### src/rtl/rot_pkg.sv
// Notes on behaviour
// - counter is 16-bit and counts upward
// - all-ones count wraps to zero, keeps counting
// - reload 0001h shortest, 0000h gives 65536 ticks
// - source select: peripheral, watchdog or system clock
// - peripheral/watchdog source keeps counting in stop
// - system source halts in stop, keeps state
// - stop-mode timer interrupt requests recovery and irq
// - stop wake sets stop flag and irq bit
// - halt mode does not stop an enabled timer
// - input noise filter runs in halt and stop
// - cleared enable gates counter, registers stay accessible
// - system clock source allows access anytime
// - one-shot mode counts prescaled ticks to reload
// - at reload raise interrupt, count becomes 0001h
// - at reload hardware clears enable, stops counting
// - output pulses one cycle or inverts start-to-reload
// - output feeds event system, pin when enabled
// - counter ticks on prescaled timer clock
// - prescaler divides by 1 up to 128
package rot_pkg;
  // ==========================================================
  // register map
  localparam logic [3:0] ROT_ADDR_CTRL = 4'h0;
  localparam logic [3:0] ROT_ADDR_COUNT = 4'h4;
  localparam logic [3:0] ROT_ADDR_RELOAD = 4'h8;
  localparam logic [3:0] ROT_ADDR_STATUS = 4'hC;
  // ==========================================================
  // control field positions
  localparam int ROT_CTL_EN = 0;
  localparam int ROT_CTL_POL = 1;
  localparam int ROT_CTL_OUTPUT_BEHAVIOUR_SELECT = 2;
  localparam int ROT_CTL_PRES = 3;
  localparam int ROT_CTL_CLKS = 6;
  localparam int ROT_CTL_MODE = 8;
  localparam int ROT_CTL_ICFG = 12;
  localparam int ROT_CTL_IEN = 14;
  localparam int ROT_CTL_FEN = 15;
  localparam int ROT_CTL_PINEN = 16;
  localparam int ROT_CTL_W = 17;
  // ==========================================================
  // status field positions
  localparam int ROT_ST_IRQ = 0;
  localparam int ROT_ST_STOP = 1;
  localparam int ROT_ST_IN0 = 2;
  localparam int ROT_ST_CAP = 3;
  // ==========================================================
  // reset values
  localparam logic [16:0] ROT_CTRL_RST = 17'h00000;
  localparam logic [15:0] ROT_COUNT_RST = 16'h0000;
  localparam logic [15:0] ROT_RELOAD_RST = 16'h0000;
  localparam logic [15:0] ROT_COUNT_AFTER_RELOAD = 16'h0001;
  // ==========================================================
  // encodings
  localparam logic [1:0] ROT_SRC_SYS = 2'h0;
  localparam logic [1:0] ROT_SRC_PCLK = 2'h1;
  localparam logic [1:0] ROT_SRC_WDOSC = 2'h2;
  localparam logic [3:0] ROT_MODE_ONESHOT = 4'h0;
  localparam logic [1:0] ROT_RESP_OKAY = 2'h0;
  localparam logic [1:0] ROT_RESP_SLVERR = 2'h2;
  // ==========================================================
  // timing
  localparam int ROT_SYNC_STAGES = 3;
  localparam int ROT_FILT_NS = 160;
  localparam int ROT_CLK_MHZ = 25;
  localparam int ROT_FILT_CYC_I =
    (ROT_FILT_NS * ROT_CLK_MHZ + 999) / 1000;
  localparam logic [3:0] ROT_FILT_CYC = ROT_FILT_CYC_I[3:0];
endpackage : rot_pkg

### src/rtl/rot_timer.sv
// Added by the designer: the AXI4-Lite register port and the address map.
`timescale 1ns/1ps
module rot_timer (
  input wire logic aclk,
  input wire logic aresetn,
  input wire logic [3:0] s_axi_awaddr,
  input wire logic s_axi_awvalid,
  output logic s_axi_awready,
  input wire logic [31:0] s_axi_wdata,
  input wire logic [3:0] s_axi_wstrb,
  input wire logic s_axi_wvalid,
  output logic s_axi_wready,
  output logic [1:0] s_axi_bresp,
  output logic s_axi_bvalid,
  input wire logic s_axi_bready,
  input wire logic [3:0] s_axi_araddr,
  input wire logic s_axi_arvalid,
  output logic s_axi_arready,
  output logic [31:0] s_axi_rdata,
  output logic [1:0] s_axi_rresp,
  output logic s_axi_rvalid,
  input wire logic s_axi_rready,
  input wire logic halt_mode,
  input wire logic stop_mode,
  input wire logic peripheral_clock_in,
  input wire logic watchdog_oscillator_clock,
  input wire logic timer_input0,
  output logic timer_irq,
  output logic stop_recovery_req,
  output logic timer_event_out,
  output logic timer_pin_out,
  output logic timer_pin_oe
);
  import rot_pkg::*;

  // ==========================================================
  // pin synchronisers
  logic [2:0] pin_raw;
  logic [2:0] sync_a_r;
  logic [2:0] sync_b_r;
  logic [2:0] sync_c_r;
  logic [2:0] pin_lvl_r;
  logic [2:0] pin_rise;

  assign pin_raw = {timer_input0, watchdog_oscillator_clock,
                    peripheral_clock_in};

  genvar gi;
  generate
    for (gi = 0; gi < ROT_SYNC_STAGES; gi++) begin : g_sync
      always_ff @(posedge aclk) begin
        if (!aresetn) begin
          sync_a_r[gi] <= 1'b0;
          sync_b_r[gi] <= 1'b0;
          sync_c_r[gi] <= 1'b0;
          pin_lvl_r[gi] <= 1'b0;
        end else begin
          sync_a_r[gi] <= pin_raw[gi];
          sync_b_r[gi] <= sync_a_r[gi];
          sync_c_r[gi] <= sync_b_r[gi];
          // a change counts only once two stages agree
          if (sync_b_r[gi] == sync_c_r[gi]) begin
            pin_lvl_r[gi] <= sync_c_r[gi];
          end
        end
      end
      assign pin_rise[gi] = (sync_b_r[gi] == sync_c_r[gi]) &&
                            sync_c_r[gi] && !pin_lvl_r[gi];
    end
  endgenerate

  // ==========================================================
  // registers
  logic [16:0] ctrl_r;
  logic [15:0] count_r;
  logic [15:0] reload_r;
  logic irq_pend_r;
  logic stop_flag_r;
  logic in0_filt_r;
  logic [3:0] filt_cnt_r;
  logic [6:0] pres_cnt_r;
  logic out_pulse_r;

  logic en;
  logic pol;
  logic output_behaviour_select;
  logic [2:0] pres;
  logic [1:0] clks;
  logic [3:0] mode;
  logic ien;
  logic fen;
  logic pin_en;

  assign en = ctrl_r[ROT_CTL_EN];
  assign pol = ctrl_r[ROT_CTL_POL];
  assign output_behaviour_select = ctrl_r[ROT_CTL_OUTPUT_BEHAVIOUR_SELECT];
  assign pres = ctrl_r[ROT_CTL_PRES +: 3];
  assign clks = ctrl_r[ROT_CTL_CLKS +: 2];
  assign mode = ctrl_r[ROT_CTL_MODE +: 4];
  assign ien = ctrl_r[ROT_CTL_IEN];
  assign fen = ctrl_r[ROT_CTL_FEN];
  assign pin_en = ctrl_r[ROT_CTL_PINEN];

  // ==========================================================
  // timer clock selection and prescaler
  logic src_edge;
  logic pres_term;
  logic tick;
  logic reload_hit;
  logic [6:0] pres_max;

  always_comb begin
    case (clks)
      ROT_SRC_SYS: src_edge = !stop_mode;
      ROT_SRC_PCLK: src_edge = pin_rise[0];
      ROT_SRC_WDOSC: src_edge = pin_rise[1];
      default: src_edge = 1'b0;
    endcase
  end

  // halt_mode is deliberately not a term here
  assign pres_max = 7'((8'h01 << pres) - 8'h01);
  assign pres_term = en && src_edge && (pres_cnt_r == pres_max);
  assign tick = pres_term;
  // hit on the tick that brings the count to reload: (reload-start) ticks
  assign reload_hit = tick && (mode == ROT_MODE_ONESHOT) &&
                      (count_r + 16'h0001 == reload_r);

  always_ff @(posedge aclk) begin
    if (!aresetn) begin
      pres_cnt_r <= 7'h00;
    end else if (!en) begin
      pres_cnt_r <= 7'h00;
    end else if (src_edge) begin
      if (pres_cnt_r == pres_max) begin
        pres_cnt_r <= 7'h00;
      end else begin
        pres_cnt_r <= pres_cnt_r + 7'h01;
      end
    end
  end

  // ==========================================================
  // bus slave
  logic aw_hold_r;
  logic w_hold_r;
  logic [3:0] aw_addr_r;
  logic [31:0] w_data_r;
  logic [3:0] w_strb_r;
  logic wr_go;
  logic wr_ok;
  logic [31:0] wr_merged;
  logic [31:0] wr_old;

  assign s_axi_awready = !aw_hold_r && !s_axi_bvalid;
  assign s_axi_wready = !w_hold_r && !s_axi_bvalid;
  assign wr_go = aw_hold_r && w_hold_r && !s_axi_bvalid;
  assign wr_ok = (aw_addr_r[1:0] == 2'h0) &&
                 (aw_addr_r != ROT_ADDR_STATUS ||
                  aw_addr_r == ROT_ADDR_STATUS);

  always_comb begin
    case (aw_addr_r)
      ROT_ADDR_CTRL: wr_old = {15'h0000, ctrl_r};
      ROT_ADDR_COUNT: wr_old = {16'h0000, count_r};
      ROT_ADDR_RELOAD: wr_old = {16'h0000, reload_r};
      default: wr_old = 32'h00000000;
    endcase
    for (int b = 0; b < 4; b++) begin
      wr_merged[b*8 +: 8] = w_strb_r[b] ? w_data_r[b*8 +: 8]
                                         : wr_old[b*8 +: 8];
    end
  end

  always_ff @(posedge aclk) begin
    if (!aresetn) begin
      aw_hold_r <= 1'b0;
      w_hold_r <= 1'b0;
      aw_addr_r <= 4'h0;
      w_data_r <= 32'h00000000;
      w_strb_r <= 4'h0;
      s_axi_bvalid <= 1'b0;
      s_axi_bresp <= ROT_RESP_OKAY;
    end else begin
      if (s_axi_awvalid && s_axi_awready) begin
        aw_hold_r <= 1'b1;
        aw_addr_r <= s_axi_awaddr;
      end
      if (s_axi_wvalid && s_axi_wready) begin
        w_hold_r <= 1'b1;
        w_data_r <= s_axi_wdata;
        w_strb_r <= s_axi_wstrb;
      end
      if (wr_go) begin
        aw_hold_r <= 1'b0;
        w_hold_r <= 1'b0;
        s_axi_bvalid <= 1'b1;
        s_axi_bresp <= (aw_addr_r[1:0] == 2'h0) ? ROT_RESP_OKAY
                                                : ROT_RESP_SLVERR;
      end else if (s_axi_bvalid && s_axi_bready) begin
        s_axi_bvalid <= 1'b0;
      end
    end
  end

  logic wr_ctrl;
  logic wr_count;
  logic wr_reload;
  logic wr_status;

  assign wr_ctrl = wr_go && wr_ok && aw_addr_r == ROT_ADDR_CTRL;
  assign wr_count = wr_go && wr_ok && aw_addr_r == ROT_ADDR_COUNT;
  assign wr_reload = wr_go && wr_ok &&
                     aw_addr_r == ROT_ADDR_RELOAD;
  assign wr_status = wr_go && wr_ok &&
                     aw_addr_r == ROT_ADDR_STATUS;

  // ==========================================================
  // control register; enable cleared by one-shot reload
  always_ff @(posedge aclk) begin
    if (!aresetn) begin
      ctrl_r <= ROT_CTRL_RST;
    end else if (wr_ctrl) begin
      // a software write always reaches the register
      ctrl_r <= wr_merged[ROT_CTL_W-1:0];
    end else if (reload_hit) begin
      ctrl_r[ROT_CTL_EN] <= 1'b0;
    end
  end

  // ==========================================================
  // counter
  always_ff @(posedge aclk) begin
    if (!aresetn) begin
      count_r <= ROT_COUNT_RST;
    end else if (wr_count) begin
      count_r <= wr_merged[15:0];
    end else if (reload_hit) begin
      count_r <= ROT_COUNT_AFTER_RELOAD;
    end else if (tick) begin
      // natural wrap at all-ones; reload 0 runs 65536 ticks
      count_r <= count_r + 16'h0001;
    end
  end

  always_ff @(posedge aclk) begin
    if (!aresetn) begin
      reload_r <= ROT_RELOAD_RST;
    end else if (wr_reload) begin
      reload_r <= wr_merged[15:0];
    end
  end

  // ==========================================================
  // interrupt and stop-mode wake flags, write one to clear
  logic irq_event;
  assign irq_event = reload_hit;

  always_ff @(posedge aclk) begin
    if (!aresetn) begin
      irq_pend_r <= 1'b0;
      stop_flag_r <= 1'b0;
    end else begin
      // set wins over a clear in the same cycle
      if (irq_event) begin
        irq_pend_r <= 1'b1;
      end else if (wr_status && w_strb_r[0] &&
                   w_data_r[ROT_ST_IRQ]) begin
        irq_pend_r <= 1'b0;
      end
      if (irq_event && ien && stop_mode) begin
        stop_flag_r <= 1'b1;
      end else if (wr_status && w_strb_r[0] &&
                   w_data_r[ROT_ST_STOP]) begin
        stop_flag_r <= 1'b0;
      end
    end
  end

  always_ff @(posedge aclk) begin
    if (!aresetn) begin
      stop_recovery_req <= 1'b0;
    end else begin
      stop_recovery_req <= irq_event && ien && stop_mode;
    end
  end

  assign timer_irq = irq_pend_r && ien;

  // ==========================================================
  // input noise filter, independent of halt and stop
  always_ff @(posedge aclk) begin
    if (!aresetn) begin
      filt_cnt_r <= 4'h0;
      in0_filt_r <= 1'b0;
    end else if (!fen) begin
      filt_cnt_r <= 4'h0;
      in0_filt_r <= pin_lvl_r[2];
    end else if (pin_lvl_r[2] == in0_filt_r) begin
      filt_cnt_r <= 4'h0;
    end else if (filt_cnt_r == ROT_FILT_CYC) begin
      // glitches shorter than the window never pass
      in0_filt_r <= pin_lvl_r[2];
      filt_cnt_r <= 4'h0;
    end else begin
      filt_cnt_r <= filt_cnt_r + 4'h1;
    end
  end

  // ==========================================================
  // timer output
  always_ff @(posedge aclk) begin
    if (!aresetn) begin
      out_pulse_r <= 1'b0;
      timer_event_out <= 1'b0;
    end else begin
      out_pulse_r <= reload_hit;
      if (output_behaviour_select) begin
        timer_event_out <= pol ^ en;
      end else begin
        timer_event_out <= pol ^ reload_hit;
      end
    end
  end

  assign timer_pin_out = timer_event_out;
  assign timer_pin_oe = pin_en;

  // ==========================================================
  // read channel
  logic [31:0] rd_val;
  logic rd_ok;

  always_comb begin
    rd_ok = 1'b1;
    case (s_axi_araddr)
      ROT_ADDR_CTRL: rd_val = {15'h0000, ctrl_r};
      ROT_ADDR_COUNT: rd_val = {16'h0000, count_r};
      ROT_ADDR_RELOAD: rd_val = {16'h0000, reload_r};
      ROT_ADDR_STATUS: rd_val = {28'h0000000, 1'b0, in0_filt_r,
                                 stop_flag_r, irq_pend_r};
      default: begin
        rd_val = 32'h00000000;
        rd_ok = 1'b0;
      end
    endcase
  end

  assign s_axi_arready = !s_axi_rvalid;

  always_ff @(posedge aclk) begin
    if (!aresetn) begin
      s_axi_rvalid <= 1'b0;
      s_axi_rdata <= 32'h00000000;
      s_axi_rresp <= ROT_RESP_OKAY;
    end else if (s_axi_arvalid && s_axi_arready) begin
      s_axi_rvalid <= 1'b1;
      s_axi_rdata <= rd_val;
      s_axi_rresp <= rd_ok ? ROT_RESP_OKAY : ROT_RESP_SLVERR;
    end else if (s_axi_rvalid && s_axi_rready) begin
      s_axi_rvalid <= 1'b0;
    end
  end

  logic unused_ok;
  assign unused_ok = halt_mode ^ out_pulse_r;
endmodule : rot_timer

### config.mk
export PLATFORM = sky130hd
export DESIGN_NAME = rot_timer
export DESIGN_NICKNAME = d
export VERILOG_FILES = /design/src/rtl/rot_pkg.sv /design/src/rtl/rot_timer.sv
export SDC_FILE = /design/constraint.sdc
export NUM_CORES = 1
export LEC_CHECK = 0
export BUFFER_PORTS_ARGS = -buffer_cell sky130_fd_sc_hd__buf_2
export CAP_MARGIN = 40
export CORE_ASPECT_RATIO = 1.4
export CORE_MARGIN = 2
export CORE_UTILIZATION = 62
export DETAILED_ROUTE_END_ITERATION = 8
export PLACE_DENSITY_LB_ADDON = 0.25
export SKIP_LAST_GASP = 1
export SYNTH_ARGS = -nofsm -noshare
export SYNTH_HDL_FRONTEND = slang
export SYNTH_SLANG_ARGS = --single-unit
### constraint.sdc
create_clock -name aclk -period 4.65 [get_ports aclk]
set_input_delay 0.465 -clock aclk [delete_from_list [all_inputs] [get_ports aclk]]
set_output_delay 0.465 -clock aclk [all_outputs]
set_load 0.02 [all_outputs]
==> summary.md <==
| Metric | Value |
|---|---|
| Status | `complete, no violations` |
| TritonRoute pass-1 iters | `7` |
| Critical path type | `reg -> reg` |
| Area contributors post-synth | `dfxtp_1, mux2i_1, nor2_1` |
| Starting Density | `0.630` |
| Synthesized instance count | `835` |
| GP Congestion | `0.939` |
| DP HPWL | `12800 µm` |
| Area Growth Syn to Fin | `13.3%` |
| Reg clk slew, reported paths | `0.06 ns` |
| Top cell type's share of synthesized area | `0.366` |
| Final hold vios | `0` |
| Post-CTS Setup Bufs | `0` |
| I/O pin cnt | `102` |
| Fmax | `272 MHz` |
| DRT iter0 DRCs | `670` |
| Die width | `92.4 µm` |
| Top_reg_cell synth | `dfxtp_1` |
| Area of the core | `10800 µm²` |
| Largest net degree at the start of global routing | `52` |
| Htree depth | `4` |
| R2r setup slk | `0.97 ns` |
| Setup TNS | `0 ns` |
| Slew Limit Fails | `0` |
| Sequential Power Share | `0.409` |
| GR Overflow Total | `0` |
| EDFF count, synth | `0` |
| Non-Filler Instances | `1018` |
| Clk_skew | `0.00511 ns` |
| Cell taking the most area after synthesis | `dfxtp_1` |
| Kind of end point of the critical path | `flip-flop` |
| Clk_lat worst skew | `0.41 ns` |
| Layout cells sized above 1 | `0.140` |
| P_int | `2160 µW` |
| Drt wl/cell | `18.7 µm` |
| Net Sw Power | `856 µW` |
| Final Cycle Share | `0.790` |
| Yosys reg bits | `124` |
| Rel. slew slack | `0.353` |
| Rows | `45` |
| CTS-repair resized insts | `0` |
| Leak | `0.00294 µW` |
| Vias in the first global route | `6245` |
| Drt total wl | `19000 µm` |
| Placed cells | `987` |
| CTS Buf Count | `17` |
| Max-cap viol count | `0` |
| N_diodes | `0` |
| Comb power frac | `0.132` |
| Global-route wire length before repair | `30400 µm` |
| Pre-CTS setup slack | `1.02 ns` |
| Hold_ws | `0.234 ns` |
| Hold Crit Class | `in -> reg` |
| Sw Ratio | `0.284` |
| Clock Path Buffers | `2` |
| Port Buffers | `67` |
| Clock root buffer | `clkbuf_16` |
| # clock sinks | `124` |
| CP Max Fanout | `20` |
| Post-CTS Hold Buffers | `0` |
| Net count reported at finish | `927` |
| Gr usage total | `0.324` |
| Clock share of power | `0.459` |
| Synth Warn # | `0` |
| Placed Area | `7070 µm²` |
| Final WS setup | `0.974 ns` |
| WP data required | `4.91 ns` |
| CTS tree | `built` |
| Pwr/cell area | `393 nW/µm²` |
| Tightest Pin Transition | `0.969 ns` |
| Via count | `6572` |
| Remaining DRCs | `0` |
| Final setup fails | `0` |
| Most common cell in the netlist | `dfxtp_1` |
| Worst Path Arrival | `3.94 ns` |
| Seq/Total Area, Yosys | `0.366` |
| Synth Area per Inst | `8.12 µm²` |
| Async set or reset register ratio after synthesis | `0` |
| Post-layout instance area | `7680 µm²` |
| Die height | `128 µm` |
| Antenna violations before repair | `0` |
| Peak VDD IR | `0.330 mV` |
| DR vias/cell | `6.46` |
| Crit start category | `flip-flop` |
| Post-route ant nets | `0` |
| Commonest cells in the netlist | `dfxtp_1, nor2_1, nand2_1` |
| Tmin final | `3.68 ns` |
| Yosys cell types | `63` |
| Die area | `11800 µm²` |
| Synth Cell Area | `6780 µm²` |
| RSZ-0062 raised after global routing | `false` |
==> worst max-delay path: stages, from the launching register on <==
cell      delay (ns)
dfxtp_1         0.50
ha_1            0.33
nand3_1         0.34
or4_1           0.74
a22o_1          0.28
or4_4           0.49
or4_4           0.59
o21ai_0         0.14
o211ai_1        0.11
==> cells in the final DEF, fill, tap and decap left out, types with 4 or more instances in the layout <==
| master | n |
|---|---|
| a211oi_1 | 35 |
| nand4b_1 | 4 |
| a22oi_1 | 33 |
| a21o_1 | 11 |
| conb_1 | 17 |
| o21ai_0 | 38 |
| nand3_1 | 34 |
| nor3b_1 | 6 |
| nor2b_1 | 5 |
| and3_1 | 14 |
| ha_1 | 6 |
| mux2i_1 | 38 |
| o211ai_1 | 13 |
| dfxtp_1 | 124 |
| nor4_1 | 16 |
| clkbuf_16 | 17 |
| nand4_1 | 9 |
| nand3b_1 | 8 |
| xnor2_1 | 17 |
| o2bb2ai_1 | 13 |
| nand2_1 | 77 |
| buf_2 | 67 |
| xor2_1 | 12 |
| a21oi_1 | 48 |
| nand2b_1 | 6 |
| o31ai_1 | 4 |
| nor3_1 | 12 |
| inv_1 | 22 |
| and2_1 | 13 |
| nor2_1 | 81 |
| buf_4 | 9 |
| or4_1 | 7 |
| or3_1 | 6 |
==> layout make-up <==
class / instances / area, µm²
clock buffers: 20 / 457
clock inverters: 11 / 160
fillers: 856 / 3070
inverters: 23 / 86.3
multi-input cells: 620 / 3870
flip-flops and latches: 124 / 2480
well taps: 141 / 176
repair buffers: 79 / 449
==> path summary, 6_finish.rpt <==
kind	from	to	cells after the start
worst max-delay path	count_r[0]	count_r[13]	8
worst min-delay path	s_axi_rready	s_axi_rvalid	2
worst max register to register	count_r[0]	count_r[13]	8
worst min register to register	sync_a_r[0]	sync_b_r[0]	1
==> flip-flops by register name (all words and copies together) (netlist names), 3 cells and up <==
register and flops:
reload_r 16, pin_lvl_r 3, sync_b_r 3, sync_a_r 3, sync_c_r 3, aw_addr_r 4
ctrl_r 17, w_data_r 17, count_r 16, s_axi_rdata 17, pres_cnt_r 7, w_strb_r 3
filt_cnt_r 4
==> per-stage QoR <==
| stage | utilization | total power [µW] |
|---|---|---|
| 2_1_floorplan | - | 1550 |
| 3_3_place_gp | 0.652 | 1620 |
| 3_5_place_dp | 0.657 | 1640 |
| 4_1_cts | 0.714 | 3010 |
| 5_1_grt | 0.714 | 3120 |
| 6_report | 0.714 | 3020 |
==> cell families after synthesis <==
kind of cell,Yosys count,synth area share
other,1,0.000553
multiplexers,41,0.0661
XOR/XNOR,29,0.0375
AND/OR/NAND/NOR,315,0.238
adder cells (fa/ha/maj),6,0.0111
AO/OA/AOI/OAI,212,0.208
buffers and inverters,107,0.0731
flip-flops,124,0.366
==> power by group through the flow <==
| stage | combinational, µW | clock, µW | sequential, µW |
|---|---|---|---|
| after CTS | 394 | 1390 | 1230 |
| after global routing | 436 | 1430 | 1240 |
| final | 398 | 1390 | 1240 |
| after global placement | 374 | 0 | 1250 |
| after detailed placement | 389 | 0 | 1250 |
| after floorplan | 369 | 0 | 1180 |
==> layer usage <==
metal	vias up	track usage	routed length [µm]
met5	-	0	0
met4	0	0.181	863
met3	74	0.0464	1310
met2	343	0.547	9340
met1	3107	0.396	7470
li1	3048	-	-
Power figures use the tool's default switching activity.
